--- src/common/ext_bus_regs.svh ---
// Named offsets, field positions, reset values and timing figures for the bus block.
// Assumes inclusion by the package and the design modules by bare name.
`ifndef EXT_BUS_REGS_SVH
`define EXT_BUS_REGS_SVH

// ---------------------------------------------------------------
// Control byte layout
// ---------------------------------------------------------------
`define CTRL_RELEASE_BIT   7
`define CTRL_WAIT_HI       5
`define CTRL_WAIT_LO       4
`define CTRL_WM_HI         1
`define CTRL_WM_LO         0
`define CTRL_WRITE_MASK    8'hb3
`define CTRL_RESET         8'h00

// ---------------------------------------------------------------
// Mode encodings
// ---------------------------------------------------------------
`define EMB_INTERNAL       2'h0
`define EMB_ADDR12         2'h1
`define EMB_ADDR16         2'h2
`define EMB_ADDR20         2'h3
`define WAIT_MAX           2'h3

// ---------------------------------------------------------------
// Timing
// ---------------------------------------------------------------
`define CLK_PERIOD_NS      50
`define PHASE_NS           50
`define PHASE_CYCLES       ((`PHASE_NS + `CLK_PERIOD_NS - 1) / `CLK_PERIOD_NS)

`endif

--- src/common/ext_bus_pkg.sv ---
// Types shared by the external memory bus controller and its phase sequencer.
// Assumes the constants header is on the include path.
`include "ext_bus_regs.svh"

package ext_bus_pkg;

  typedef enum logic [1:0] {
    WMODE_BYTE_WRITE,
    WMODE_BYTE_SELECT,
    WMODE_WORD_WRITE
  } write_mode_e;

  typedef enum logic [1:0] {
    ACC_FETCH,
    ACC_READ,
    ACC_WRITE
  } access_kind_e;

  // Core-side access request
  typedef struct packed {
    access_kind_e kind;
    logic [20:0]  addr;
    logic [7:0]   table_latch;
    logic         external;
  } access_req_s;

  // Pin-level bus state
  typedef struct packed {
    logic [19:0] addr_data;
    logic [19:0] addr_data_oe;
    logic        ale;
    logic        oe_n;
    logic        ce_n;
    logic        write_high_n;
    logic        write_low_n;
    logic        upper_byte_n;
    logic        lower_byte_n;
    logic        byte_addr_lsb;
  } bus_pins_s;

endpackage : ext_bus_pkg

--- src/verilog/ext_bus_ctrl.sv ---
// What this block does
// - Internal-only mode keeps bus idle, pins as ports, control writes blocked.
// - Internal-only mode ignores release bit reset value; pins stay ordinary ports.
// - Extended mode takes bus function on external fetch or table access.
// - Internal-only execution: release bit 0 keeps bus, 1 gives ports.
// - External access with release bit 1 returns pins to bus function.
// - Release set from external code takes effect at branch into internal.
// - Idle bus: address/data tri-state, strobes high, latch strobe and lsb low.
// - Idle tri-state covers all twenty address/data lines, whatever the configured address width.
// - Bus beats every other peripheral for pin ownership in bus modes.
// - Two low control bits select write mode at sixteen-bit width.
// - Sixteen-bit: latch strobe with address, then output enable both bytes.
// - Chip select low on every external access, high in sleep.
// - Byte write: latch byte on both halves, high or low strobe by lsb.
// - Word write even: hold byte, tri-state data phase, no strobe.
// - Word write odd: latch byte upper, held byte lower.
// - Word write: high strobe on odd write only, byte lsb follows pointer, both selects.
// - Byte select: both halves, high strobe only, selects from pointer lsb.
// - Eight-bit width is multiplexed, data on low eight lines.
// - Eight-bit fetch reads two bytes, output enable per half, lsb toggles.
// - Eight-bit table write: latch byte on low eight lines only, byte lsb from pointer lsb.
// - Write mode 1x word, 01 byte select, 00 byte write.
// - Wait field adds 0..3 cycles to table reads and writes for codes 11,10,01,00.
// - Sleep and idle freeze pins, chip select and byte selects high.
//
// Controller for the multiplexed external program memory bus.
// Assumes the core holds a request until done and the pad ring resolves enables.
`timescale 1ns/10ps

module ext_bus_ctrl
  import ext_bus_pkg::*;
#(
  parameter int ADDR_W = 20
)
(
  input  wire logic              clk_sys_in,
  input  wire logic              rst_n_in,
  input  wire logic              clk_en_in,
  input  wire logic [1:0]        mem_bus_select_in,
  input  wire logic              data_width16_in,
  input  wire logic              wait_enable_in,
  input  wire logic              sleep_in,
  input  wire logic              idle_in,
  input  wire logic              exec_external_in,
  input  wire logic              ctrl_write_in,
  input  wire logic [7:0]        ctrl_wdata_in,
  input  wire logic              req_valid_in,
  input  wire access_req_s       req_in,
  input  wire logic [19:0]       addr_data_in,
  input  wire logic [19:0]       periph_out_in,
  input  wire logic [19:0]       periph_oe_in,
  output logic      [7:0]        bus_control_register_out,
  output logic                   req_done_out,
  output logic      [15:0]       read_word_out,
  output bus_pins_s              pins_out,
  output logic      [19:0]       pin_is_bus_out
);

  // ---------------------------------------------------------------
  // Control register
  // ---------------------------------------------------------------
  logic [7:0] bus_ctrl_reg;
  logic       ext_bus_release;
  logic       release_eff_reg;
  logic       internal_only;
  logic [1:0] write_mode_sel;
  logic [1:0] wait_code;
  logic [1:0] extra_waits;
  write_mode_e wmode;

  assign internal_only   = (mem_bus_select_in == `EMB_INTERNAL);
  assign ext_bus_release = bus_ctrl_reg[`CTRL_RELEASE_BIT];
  assign write_mode_sel  = bus_ctrl_reg[`CTRL_WM_HI:`CTRL_WM_LO];
  assign wait_code       = bus_ctrl_reg[`CTRL_WAIT_HI:`CTRL_WAIT_LO];
  assign bus_control_register_out = bus_ctrl_reg;

  always_comb
  begin
    if (write_mode_sel[1])
      wmode = WMODE_WORD_WRITE;
    else if (write_mode_sel[0])
      wmode = WMODE_BYTE_SELECT;
    else
      wmode = WMODE_BYTE_WRITE;
  end

  always_ff @(posedge clk_sys_in or negedge rst_n_in)
  begin
    if (!rst_n_in)
      bus_ctrl_reg <= `CTRL_RESET;
    else if (clk_en_in && ctrl_write_in && !internal_only)
      bus_ctrl_reg <= ctrl_wdata_in & `CTRL_WRITE_MASK;
  end

  always_ff @(posedge clk_sys_in or negedge rst_n_in)
  begin
    if (!rst_n_in)
      release_eff_reg <= 1'b0;
    else if (clk_en_in && !exec_external_in)
      release_eff_reg <= ext_bus_release;
  end

  assign extra_waits = (wait_enable_in && req_in.kind != ACC_FETCH)
                       ? (`WAIT_MAX - wait_code) : 2'h0;

  // ---------------------------------------------------------------
  // Ownership and sequencing
  // ---------------------------------------------------------------
  logic       powered_down;
  logic       access_go;
  logic       own_bus;
  logic [2:0] phase;
  logic       busy;
  logic       done;

  assign powered_down = sleep_in || idle_in;
  assign access_go = req_valid_in && req_in.external && !internal_only && !powered_down;
  // pin ownership
  // Only setting the release bit waits for internal code; clearing acts at once
  assign own_bus = !internal_only && (busy || !(ext_bus_release && release_eff_reg));
  assign req_done_out = done;

  ext_bus_phase u_phase (
    .clk_sys_in (clk_sys_in),
    .rst_n_in   (rst_n_in),
    .clk_en_in  (clk_en_in && !powered_down),
    .start_in   (access_go),
    .extra_in   (extra_waits),
    .phase_out  (phase),
    .busy_out   (busy),
    .done_out   (done)
  );

  logic [19:0] width_mask;
  always_comb
  begin
    case (mem_bus_select_in)
      `EMB_ADDR12: width_mask = 20'h0_0fff;
      `EMB_ADDR16: width_mask = 20'h0_ffff;
      `EMB_ADDR20: width_mask = 20'hf_ffff;
      default:     width_mask = 20'h0_0000;
    endcase
  end

  // ---------------------------------------------------------------
  // Word write holding latch
  // ---------------------------------------------------------------
  logic [7:0] hold_latch_reg;
  logic       tbl_lsb;
  logic       is_write;

  assign tbl_lsb  = req_in.addr[0];
  assign is_write = (req_in.kind == ACC_WRITE);

  always_ff @(posedge clk_sys_in or negedge rst_n_in)
  begin
    if (!rst_n_in)
      hold_latch_reg <= 8'h00;
    else if (clk_en_in && access_go && phase == 3'h0 && is_write && data_width16_in
             && wmode == WMODE_WORD_WRITE && !tbl_lsb)
      hold_latch_reg <= req_in.table_latch;
  end

  // ---------------------------------------------------------------
  // Next pin state
  // ---------------------------------------------------------------
  bus_pins_s pins_next;
  logic [15:0] wdata;
  logic        drive_data;

  always_comb
  begin
    wdata      = {req_in.table_latch, req_in.table_latch};
    drive_data = 1'b1;
    if (data_width16_in && wmode == WMODE_WORD_WRITE)
    begin
      wdata = {req_in.table_latch, hold_latch_reg};
      drive_data = tbl_lsb;
    end
  end

  always_comb
  begin
    pins_next               = '0;
    pins_next.addr_data     = pins_out.addr_data;
    pins_next.oe_n          = 1'b1;
    pins_next.ce_n          = 1'b1;
    pins_next.write_high_n  = 1'b1;
    pins_next.write_low_n   = 1'b1;
    pins_next.upper_byte_n  = 1'b1;
    pins_next.lower_byte_n  = 1'b1;
    if (access_go && phase == 3'h0)
    begin
      pins_next.addr_data    = req_in.addr[20:1];
      pins_next.addr_data_oe = width_mask;
      pins_next.ale          = 1'b1;
      pins_next.ce_n         = 1'b0;
      pins_next.byte_addr_lsb = data_width16_in ? tbl_lsb : 1'b0;
    end
    else if (busy && phase != 3'h0)
    begin
      pins_next.ce_n         = 1'b0;
      pins_next.upper_byte_n = 1'b0;
      pins_next.lower_byte_n = 1'b0;
      pins_next.byte_addr_lsb = pins_out.byte_addr_lsb;
      if (is_write && phase == 3'h2)
      begin
        pins_next.addr_data[15:0] = wdata;
        pins_next.addr_data_oe = data_width16_in ? {4'h0, {16{drive_data}}} : 20'h0_00ff;
        pins_next.byte_addr_lsb = tbl_lsb;
        if (!data_width16_in)
          pins_next.write_high_n = 1'b0;
        else
        begin
          case (wmode)
            WMODE_BYTE_WRITE:
            begin
              pins_next.write_high_n = !tbl_lsb;
              pins_next.write_low_n  = tbl_lsb;
            end
            WMODE_WORD_WRITE:
              // high strobe on odd half only, even only loads the latch
              pins_next.write_high_n = !tbl_lsb;
            WMODE_BYTE_SELECT:
            begin
              pins_next.write_high_n = 1'b0;
              pins_next.upper_byte_n = !tbl_lsb;
              pins_next.lower_byte_n = tbl_lsb;
            end
            default:
              pins_next.write_high_n = 1'b1;
          endcase
        end
      end
      else if (!is_write && phase != 3'h3)
      begin
        pins_next.oe_n = 1'b0;
        if (!data_width16_in)
          pins_next.byte_addr_lsb = (phase == 3'h2);
      end
    end
  end

  // ---------------------------------------------------------------
  // Pin registers
  // ---------------------------------------------------------------
  always_ff @(posedge clk_sys_in or negedge rst_n_in)
  begin
    if (!rst_n_in)
    begin
      pins_out <= '0;
      pins_out.oe_n         <= 1'b1;
      pins_out.ce_n         <= 1'b1;
      pins_out.write_high_n <= 1'b1;
      pins_out.write_low_n  <= 1'b1;
      pins_out.upper_byte_n <= 1'b1;
      pins_out.lower_byte_n <= 1'b1;
    end
    else if (clk_en_in)
    begin
      if (powered_down)
      begin
        pins_out.ce_n         <= 1'b1;
        pins_out.upper_byte_n <= 1'b1;
        pins_out.lower_byte_n <= 1'b1;
      end
      else
        pins_out <= pins_next;
    end
  end

  always_ff @(posedge clk_sys_in or negedge rst_n_in)
  begin
    if (!rst_n_in)
      read_word_out <= 16'h0000;
    else if (clk_en_in && !pins_out.oe_n && !powered_down)
    begin
      if (data_width16_in)
        read_word_out <= addr_data_in[15:0];
      else if (pins_out.byte_addr_lsb)
        read_word_out[15:8] <= addr_data_in[7:0];
      else
        read_word_out[7:0] <= addr_data_in[7:0];
    end
  end

  assign pin_is_bus_out = own_bus ? width_mask : 20'h0_0000;

endmodule : ext_bus_ctrl

--- src/verilog/ext_bus_phase.sv ---
// Phase sequencer: steps one access through address, data and wait phases.
// Assumes a single clock and an enable shared with the controller.
`timescale 1ns/10ps

module ext_bus_phase
  import ext_bus_pkg::*;
#(
  parameter int PHASE_LEN = `PHASE_CYCLES
)
(
  input  wire logic       clk_sys_in,
  input  wire logic       rst_n_in,
  input  wire logic       clk_en_in,
  input  wire logic       start_in,
  input  wire logic [1:0] extra_in,
  output logic      [2:0] phase_out,
  output logic            busy_out,
  output logic            done_out
);

  // ---------------------------------------------------------------
  // Phase 0 address, 1 and 2 data halves, 3 for every wait cycle
  // ---------------------------------------------------------------
  logic [7:0] cnt_reg;
  logic [1:0] wait_reg;
  logic       last_slot;

  assign last_slot = (cnt_reg == 8'(PHASE_LEN - 1));
  assign busy_out  = (phase_out != 3'h0) || start_in;
  // Held request must not mask completion; waits end in phase 3
  assign done_out  = last_slot && (wait_reg == 2'h0)
                     && ((phase_out == 3'h2) || (phase_out == 3'h3));

  always_ff @(posedge clk_sys_in or negedge rst_n_in)
  begin
    if (!rst_n_in)
    begin
      phase_out <= 3'h0;
      cnt_reg   <= 8'h00;
      wait_reg  <= 2'h0;
    end
    else if (clk_en_in)
    begin
      if (start_in && phase_out == 3'h0)
      begin
        phase_out <= 3'h1;
        cnt_reg   <= 8'h00;
        wait_reg  <= extra_in;
      end
      else if (phase_out != 3'h0)
      begin
        if (!last_slot)
          cnt_reg <= cnt_reg + 8'h01;
        else
        begin
          cnt_reg <= 8'h00;
          if (phase_out == 3'h1)
            phase_out <= 3'h2;
          else if (wait_reg != 2'h0)
          begin
            wait_reg  <= wait_reg - 2'h1;
            phase_out <= 3'h3;
          end
          else
            phase_out <= 3'h0;
        end
      end
    end
  end

endmodule : ext_bus_phase

--- config.mk ---
export PLATFORM = sky130hd
export DESIGN_NAME = ext_bus_ctrl
export DESIGN_NICKNAME = d
export VERILOG_FILES = /design/src/common/ext_bus_pkg.sv /design/src/verilog/ext_bus_ctrl.sv /design/src/verilog/ext_bus_phase.sv
export VERILOG_INCLUDE_DIRS = /design/src /design/src/common
export SDC_FILE = /design/constraint.sdc
export NUM_CORES = 1
export LEC_CHECK = 0
export ABC_CLOCK_PERIOD_IN_PS = 2300
export BUFFER_PORTS_ARGS = -buffer_cell sky130_fd_sc_hd__buf_2
export CAP_MARGIN = 20
export CORE_MARGIN = 3
export CORE_UTILIZATION = 41
export CTS_BUF_LIST = sky130_fd_sc_hd__clkbuf_16
export CTS_CLUSTER_DIAMETER = 30
export DETAILED_ROUTE_END_ITERATION = 10
export PLACE_DENSITY_LB_ADDON = 0.25
export SYNTH_ARGS = -nofsm -noshare
export SYNTH_HDL_FRONTEND = slang
export SYNTH_HIERARCHICAL = 1
export SYNTH_SLANG_ARGS = --single-unit
export TNS_END_PERCENT = 30
--- constraint.sdc ---
create_clock -name clk_sys_in -period 2.3 [get_ports clk_sys_in]
set_clock_uncertainty 0.15 [all_clocks]
set_input_delay 0.115 -clock clk_sys_in [delete_from_list [all_inputs] [get_ports clk_sys_in]]
set_output_delay 0.115 -clock clk_sys_in [all_outputs]
set_load 0.01 [all_outputs]
=== Word-level counts from Yosys, hierarchy flattened ===
Index checks and enable logic that the tools add are counted.

* Bits in registers: 91
* Latch bits: 0
* Memory bits (writable): 0
* ROM bits: 0
* Output and inout port bits: 93
* Logic and storage cells: 144
* Memories kept: 0

* Add/subtract/negate cells: 3
* $mul: 0
* Div/mod/pow operators: 0
* Order comparisons: 0
* Equal/unequal tests: 14
* Shift-type cells: 0
* Muxes and demuxes: 47
* Bitwise operators: 1
* Reduce and logical (&&, ||, !) cells: 60

{| class="wikitable"
|+ Operators with widths
! kind !! number
|-
| 36-bit two-way mux || 3
|-
| 20-bit one-hot mux with 3 select lines || 1
|-
| 8-bit two-way mux || 6
|-
| 16-bit two-way mux || 2
|-
| 1-bit logical AND || 25
|-
| 2-bit two-way mux || 10
|-
| 20-bit two-way mux || 1
|-
| 2-bit nonzero test || 8
|-
| 1-bit two-way mux || 15
|-
| 3-bit two-way mux || 5
|-
| 8-bit by 1-bit adder with 8-bit output (second input constant) || 1
|-
| 2-bit equality test (second input constant) || 4
|-
| 8-bit logical NOT || 1
|-
| 4-bit two-way mux || 2
|-
| 2-bit AND reduction || 4
|-
| 4-bit AND reduction || 2
|-
| 1-bit logical NOT || 7
|-
| 7-bit two-way mux || 1
|-
| 3-bit by 2-bit equality test with 1-bit output (second input constant) || 2
|-
| 2-bit logical NOT || 3
|-
| 3-bit AND reduction || 2
|-
| 5-bit AND reduction || 1
|-
| 2-bit by 1-bit equality test with 1-bit output (second input constant) || 2
|-
| 1-bit logical OR || 4
|-
| 12 further kinds || 13
|}

=== Longest topological paths before layout ===
* Word-level depth: 10
* Depth in mapped cells: 8

=== Modules after synthesis ===
The synthesis kept the hierarchy.

{| class="wikitable"
|+ Modules (own cells, without submodules)
! module !! instances !! cells each !! area an instance (µm²) !! sequential area each (µm²)
|-
| ext_bus_ctrl || 1 || 305 || 3158.0 || 1559.0
|-
| ext_bus_phase || 1 || 80 || 754.5 || 300.3
|}

=== Worst setup path after synthesis ===
OpenSTA, ideal clock, no wires.

* Kind: register -> register
* Start point: register u_phase.phase_out[0]
* End point: register hold_latch_reg[0]
* Setup time: 0.125 ns
* Arrival time: 1.884 ns
* Path slack: 0.141 ns
* Cell stages (with the launch flop): 6
* Buffers on the path: 1
* Cell sequence: dfrtp_1 -> nor3_1 -> nand2_2 -> or4_4 -> buf_6 -> mux2_4

* Word-level cells in the longest chain between the ends: 6

{| class="wikitable"
|+ RTL lines
! what !! line !! source
|-
| start: declaration || ext_bus_phase.sv:16 || <nowiki>output logic [2:0] phase_out,</nowiki>
|-
| start signal: assignment || ext_bus_phase.sv:38 || <nowiki>phase_out <= 3'h0;</nowiki>
|-
| start signal: assignment || ext_bus_phase.sv:46 || <nowiki>phase_out <= 3'h1;</nowiki>
|-
| start signal: assignment || ext_bus_phase.sv:58 || <nowiki>phase_out <= 3'h2;</nowiki>
|-
| 3-bit logical NOT || ext_bus_ctrl.sv:159 || <nowiki>else if (clk_en_in && access_go && phase == 3'h0 && is_write && data_width16_in</nowiki>
|-
| 1-bit logical AND (3 in series) || ext_bus_ctrl.sv:159 ||
|-
| 1-bit logical AND (2 in series) || ext_bus_ctrl.sv:160 || <nowiki>&& wmode == WMODE_WORD_WRITE && !tbl_lsb)</nowiki>
|-
| end signal: assignment || ext_bus_ctrl.sv:161 || <nowiki>hold_latch_reg <= req_in.table_latch;</nowiki>
|-
| end: declaration || ext_bus_ctrl.sv:148 || <nowiki>logic [7:0] hold_latch_reg;</nowiki>
|}

No other way between the ends.
A chain may end at the register's enable or synchronous reset.

=== Worst setup path in the final report ===
* Start point: register u_phase.cnt_reg[0]
* End point: output port req_done_out

* Word-level cells in the longest chain between the ends: 3

{| class="wikitable"
|+ RTL lines
! what !! line !! source
|-
| start: declaration || ext_bus_phase.sv:24 || <nowiki>logic [7:0] cnt_reg;</nowiki>
|-
| start signal: assignment || ext_bus_phase.sv:53 || <nowiki>cnt_reg <= cnt_reg + 8'h01;</nowiki>
|-
| 8-bit logical NOT || ext_bus_phase.sv:28 || <nowiki>assign last_slot = (cnt_reg == 8'(PHASE_LEN - 1));</nowiki>
|-
| 1-bit logical AND || ext_bus_phase.sv:31 || <nowiki>assign done_out = last_slot && (wait_reg == 2'h0)</nowiki>
|-
| 1-bit logical AND || ext_bus_phase.sv:32 || <nowiki>&& ((phase_out == 3'h2) || (phase_out == 3'h3));</nowiki>
|-
| end: declaration || ext_bus_ctrl.sv:53 || <nowiki>output logic req_done_out,</nowiki>
|}

No other way between the ends.

==> impl_results.html <==
<table>
<tr><th>Metric</th><th>Value</th></tr>
<tr><th colspan="2">Outcome</th></tr>
<tr><td>Status</td><td>completed</td></tr>
<tr><th colspan="2">Global routing</th></tr>
<tr><td>GRT Resource Usage Total</td><td>20.14%</td></tr>
<tr><td>First-pass GRT wire length</td><td>17,770 um</td></tr>
<tr><td>Number of global-route vias before repair</td><td>3,510</td></tr>
<tr><td>Pin count of the biggest net entering global routing</td><td>41</td></tr>
<tr><td>Antenna violations before repair</td><td>0</td></tr>
<tr><td>GR Overflow Total</td><td>0</td></tr>
<tr><th colspan="2">Pwr</th></tr>
<tr><td>Clock share of power</td><td>28.4%</td></tr>
<tr><td>Power density over the cells</td><td>876.4 nW/um^2</td></tr>
<tr><td>Register share of total power</td><td>38.2%</td></tr>
<tr><td>Net switching fraction of the power</td><td>33.26%</td></tr>
<tr><td>Combinational share of power</td><td>33.4%</td></tr>
<tr><td>Largest vdd supply drop</td><td>0.0004462 V</td></tr>
<tr><td>Leak Pwr</td><td>2.749 nW</td></tr>
<tr><td>Net Switching</td><td>1.597 mW</td></tr>
<tr><td>Internal Power</td><td>3.204 mW</td></tr>
<tr><th colspan="2">Floorplan</th></tr>
<tr><td>I/O pin cnt</td><td>205</td></tr>
<tr><td>DIE HEIGHT</td><td>103.7 um</td></tr>
<tr><td>Number of standard-cell rows in the floorplan</td><td>35</td></tr>
<tr><td>Die width</td><td>103.7 um</td></tr>
<tr><td>Die area</td><td>10,750 sq um</td></tr>
<tr><td>Starting utilization of the core area</td><td>42.34%</td></tr>
<tr><td>Placeable core region</td><td>9240 sq um</td></tr>
<tr><th colspan="2">Setup path</th></tr>
<tr><td>CP Launch Type</td><td>flop</td></tr>
<tr><td>Register-to-Register Setup Slack</td><td>140 ps</td></tr>
<tr><td>Required time reported for the critical path endpoint</td><td>2040 ps</td></tr>
<tr><td>Slowest-stage cell, CP</td><td>or4b_4</td></tr>
<tr><td>Top Family by Delay on Critical Path</td><td>simple AND/OR/NAND/NOR gates</td></tr>
<tr><td>Worst r2r src</td><td>u_phase/phase_out[1]</td></tr>
<tr><td>Cell chain of the critical path</td><td>inv_1, ha_1, or4b_4, nor3_1, buf_2</td></tr>
<tr><td>Maximum fanout encountered on the critical timing path</td><td>5</td></tr>
<tr><td>Delay of the slowest cell on the worst path</td><td>510 ps</td></tr>
<tr><td>Worst-case reg-to-reg path depth</td><td>4</td></tr>
<tr><td>Start-to-end type of the worst setup path</td><td>reg -&gt; out</td></tr>
<tr><td>Capturing point of the worst reg2reg path</td><td>hold_latch_reg[6]</td></tr>
<tr><td>Buf/Inv on CP</td><td>2</td></tr>
<tr><td>Data arrival time of the worst path</td><td>1950 ps</td></tr>
<tr><td>Crit path capture type</td><td>output pin</td></tr>
<tr><th colspan="2">Yosys</th></tr>
<tr><td>Post-synthesis sequential element count</td><td>74</td></tr>
<tr><td>Count of synthesis-stage warnings from yosys</td><td>6</td></tr>
<tr><td>Mean area per synthesized cell</td><td>10.16 sq um</td></tr>
<tr><td>Post-synth EDFFs</td><td>0</td></tr>
<tr><td>Gate count after technology mapping</td><td>385</td></tr>
<tr><td>Commonest register cell after synthesis</td><td>dfrtp_1</td></tr>
<tr><td>Seq/Total Area, Yosys</td><td>47.52%</td></tr>
<tr><td>Post-synthesis cell type count</td><td>54</td></tr>
<tr><td>Proportion of register bits with asynchronous set or reset after synthesis</td><td>100.0%</td></tr>
<tr><td>Area of the mapped netlist</td><td>3913 sq um</td></tr>
<tr><th colspan="2">Drt</th></tr>
<tr><td>Routed length per instance</td><td>15.09 um</td></tr>
<tr><td>DR vias/cell</td><td>4.959</td></tr>
<tr><td>Met2 WL post-DR</td><td>5316 um</td></tr>
<tr><td>Met1 wire length</td><td>4615 um</td></tr>
<tr><td>Uppermost layer routed</td><td>met4</td></tr>
<tr><td>Number of detailed-routing iterations run before antenna repair</td><td>4</td></tr>
<tr><td>Count of unresolved DRC violations after routing</td><td>0</td></tr>
<tr><td>Count of routing violations after the opening detailed-route iteration</td><td>107</td></tr>
<tr><td>Routed WL</td><td>10,640 um</td></tr>
<tr><td>Routed wire length on met3</td><td>576 um</td></tr>
<tr><td>Via count</td><td>3,496</td></tr>
<tr><td>Final antenna-violating net count</td><td>0</td></tr>
<tr><th colspan="2">Timing</th></tr>
<tr><td>Setup slack after layout</td><td>89.54 ps</td></tr>
<tr><td>Final worst hold slack</td><td>81.23 ps</td></tr>
<tr><td>Final period util</td><td>96.11%</td></tr>
<tr><td>Tightest Pin Transition</td><td>805.7 ps</td></tr>
<tr><td>RSZ-0062 raised after global routing</td><td>false</td></tr>
<tr><td>Final Hold Viols</td><td>0</td></tr>
<tr><td>Highest Clock Rate</td><td>452.4 MHz</td></tr>
<tr><td>Min Clock Period, post-route</td><td>2210 ps</td></tr>
<tr><td>Worst slew margin relative to its limit</td><td>45.92%</td></tr>
<tr><td>Final number of setup-violating endpoints</td><td>0</td></tr>
<tr><td>Max Transition Viols Final</td><td>0</td></tr>
<tr><td>Total Neg Setup Slack</td><td>0 ps</td></tr>
<tr><th colspan="2">Clocking</th></tr>
<tr><td>H-tree depth reported by CTS</td><td>3</td></tr>
<tr><td>TritonCTS clock tree</td><td>yes</td></tr>
<tr><td>Clock edge transition at the registers on the reported setup and hold paths</td><td>60 ps</td></tr>
<tr><td>Number of setup buffers added after CTS</td><td>0</td></tr>
<tr><td>Buffer depth of the longest clock path</td><td>2</td></tr>
<tr><td>CTS Buf Count</td><td>9</td></tr>
<tr><td>Clock Root Buffer</td><td>clkbuf_16</td></tr>
<tr><td>Worst-skew pair later-pin latency</td><td>330 ps</td></tr>
<tr><td>Clock Sink Count</td><td>74</td></tr>
<tr><th colspan="2">Layout</th></tr>
<tr><td>Largest registers</td><td>pins_out (32), read_word_out (16)</td></tr>
<tr><td>Max reg flops</td><td>32</td></tr>
<tr><td>Nets@finish</td><td>685</td></tr>
<tr><td>Largest reg by FF count</td><td>pins_out</td></tr>
<tr><td>Fraction of layout instances using a drive strength above 1</td><td>40.35%</td></tr>
<tr><td>Area added between synthesis and finish</td><td>40.01%</td></tr>
<tr><th colspan="2">Placed design</th></tr>
<tr><td>Weighted congestion reported at the end of routability-driven placement</td><td>0.7762</td></tr>
<tr><td>Estimated wirelength of the detail-placed design</td><td>7090 um</td></tr>
<tr><td>Count of input and output buffers</td><td>154</td></tr>
<tr><td>Worst slack after detailed placement</td><td>131.3 ps</td></tr>
<tr><th colspan="2">Min path</th></tr>
<tr><td>Hold_sp</td><td>wait_enable_in</td></tr>
<tr><td>Worst-case hold path end point</td><td>u_phase/wait_reg[0]</td></tr>
<tr><td>Cell count of the worst hold path</td><td>5</td></tr>
<tr><td>HP Class</td><td>in -&gt; reg</td></tr>
<tr><th colspan="2">Run</th></tr>
<tr><td>Count of maximum capacitance violations</td><td>0</td></tr>
</table>
[logic make-up (layout without fill, tap and decap cells)]
| logic type | Yosys count | count (layout) | share of synthesized area (%) |
|---|---|---|---|
| simple gates | 119 | 119 | 15.45 |
| compound gates | 83 | 83 | 13.30 |
| flops | 74 | 74 | 47.52 |
| buf+inv | 60 | 248 | 9.594 |
| mux | 40 | 40 | 12.09 |
| xor+xnor | 4 | 4 | 0.8953 |
| fa+ha+maj | 3 | 3 | 0.9595 |
| other cells | 2 | 5 | 0.1919 |
[power groups by stage]
stage	clock [mW]	combinational, mW	sequential (mW)
after detailed placement	0	1.53	1.85
after global routing	1.46	1.77	1.87
final	1.37	1.60	1.83
after CTS	1.39	1.60	1.83
after floorplan	0	0.830	1.99
after global placement	0	1.50	1.83
[area by class of cell]
type / instances / area, sq um
tap: 129 / 161.4
inverter: 10 / 37.54
antenna: 1 / 2.502
sequential: 74 / 1859
timing repair buffer: 222 / 1434
fill: 795 / 3762
clock buffer: 9 / 225.2
clock inverter: 7 / 65.06
multi-input combinational: 253 / 1693
[per-layer routing]
metal,vias up,global-route usage [%]
met5,-,0
met2,127,34.58
met1,1675,25.47
met4,0,4.274
li1,1685,-
met3,9,5.670
[worst max path at each step]
| stage | to | from | slack (ps) | cells past startpoint |
|---|---|---|---|---|
| 6_report | req_done_out | u_phase/cnt_reg[0] | 90 | 5 |
| 5_1_grt | req_done_out | u_phase/cnt_reg[0] | 20 | 5 |
| 4_1_cts | req_done_out | u_phase/cnt_reg[0] | 80 | 5 |
| 3_5_place_dp | hold_latch_reg[4] | u_phase/phase_out[1] | 130 | 4 |
| 3_3_place_gp | hold_latch_reg[7] | u_phase/phase_out[1] | 160 | 4 |
| 2_1_floorplan | hold_latch_reg[0] | u_phase/phase_out[0] | 140 | 5 |
[stage by stage]
step                area (sq um)  power [mW]  cells  util (%)
floorplan                   3920       2.816    387         -
global placement            4632       3.326    633     50.13
detailed placement          4632       3.373    633     50.13
CTS                         5473       4.824    704     59.23
global route                5475       5.104    704     59.26
finish                      5478       4.801    705     59.28
[layout by cell type (no fill, tap or decap), drive strengths merged, types with 2 or more instances in the layout]
cell type / netlist / layout
o22a: 3 / 3
dfstp: 6 / 6
xor2: 4 / 4
a22oi: 8 / 8
and3: 3 / 3
dlygate4sd3: 0 / 55
clkinvlp: 0 / 2
nor2: 28 / 28
nand3: 16 / 16
nand2b: 4 / 4
a31oi: 3 / 3
nor2b: 4 / 4
conb: 2 / 4
o21ai: 27 / 27
o22ai: 6 / 6
dfrtp: 68 / 68
nor3: 3 / 3
ha: 3 / 3
inv: 10 / 13
or4: 2 / 2
and2: 2 / 2
mux2i: 9 / 9
mux2: 31 / 31
a2bb2oi: 4 / 4
or3: 2 / 2
buf: 43 / 167
a21oi: 26 / 26
nand3b: 2 / 2
nand4: 5 / 5
clkbuf: 7 / 9
nor4: 2 / 2
nand2: 41 / 41
[worst min-delay path, cell delays in order]
cell,delay (ps)
buf_2,90
o21ai_0,90
nor2_1,70
nand4_1,80
nand3b_1,80
[synth_stat cells (6+ instances only)]
cell type / instances / share of area (%)
mux2i_1: 9 / 2.3
mux2_4: 9 / 3.5
buf_4: 37 / 7.1
mux2_2: 22 / 6.3
o21ai_0: 26 / 3.3
a22oi_1: 8 / 1.5
a21oi_1: 26 / 3.3
nand3_1: 16 / 2.0
clkbuf_1: 7 / 0.67
nor2_1: 26 / 2.5
dfrtp_1: 68 / 43
dfstp_2: 6 / 4.0
nand2_1: 39 / 3.7
inv_1: 10 / 0.96
[what timing repair did]
action | CTS | global route
endpoints found under the setup margin | 0 | 12
gates resized for setup | 0 | 1
hold buffers | 55 | 0
hold endpoints to repair | 93 | 0
Power figures use the tool's default switching activity.
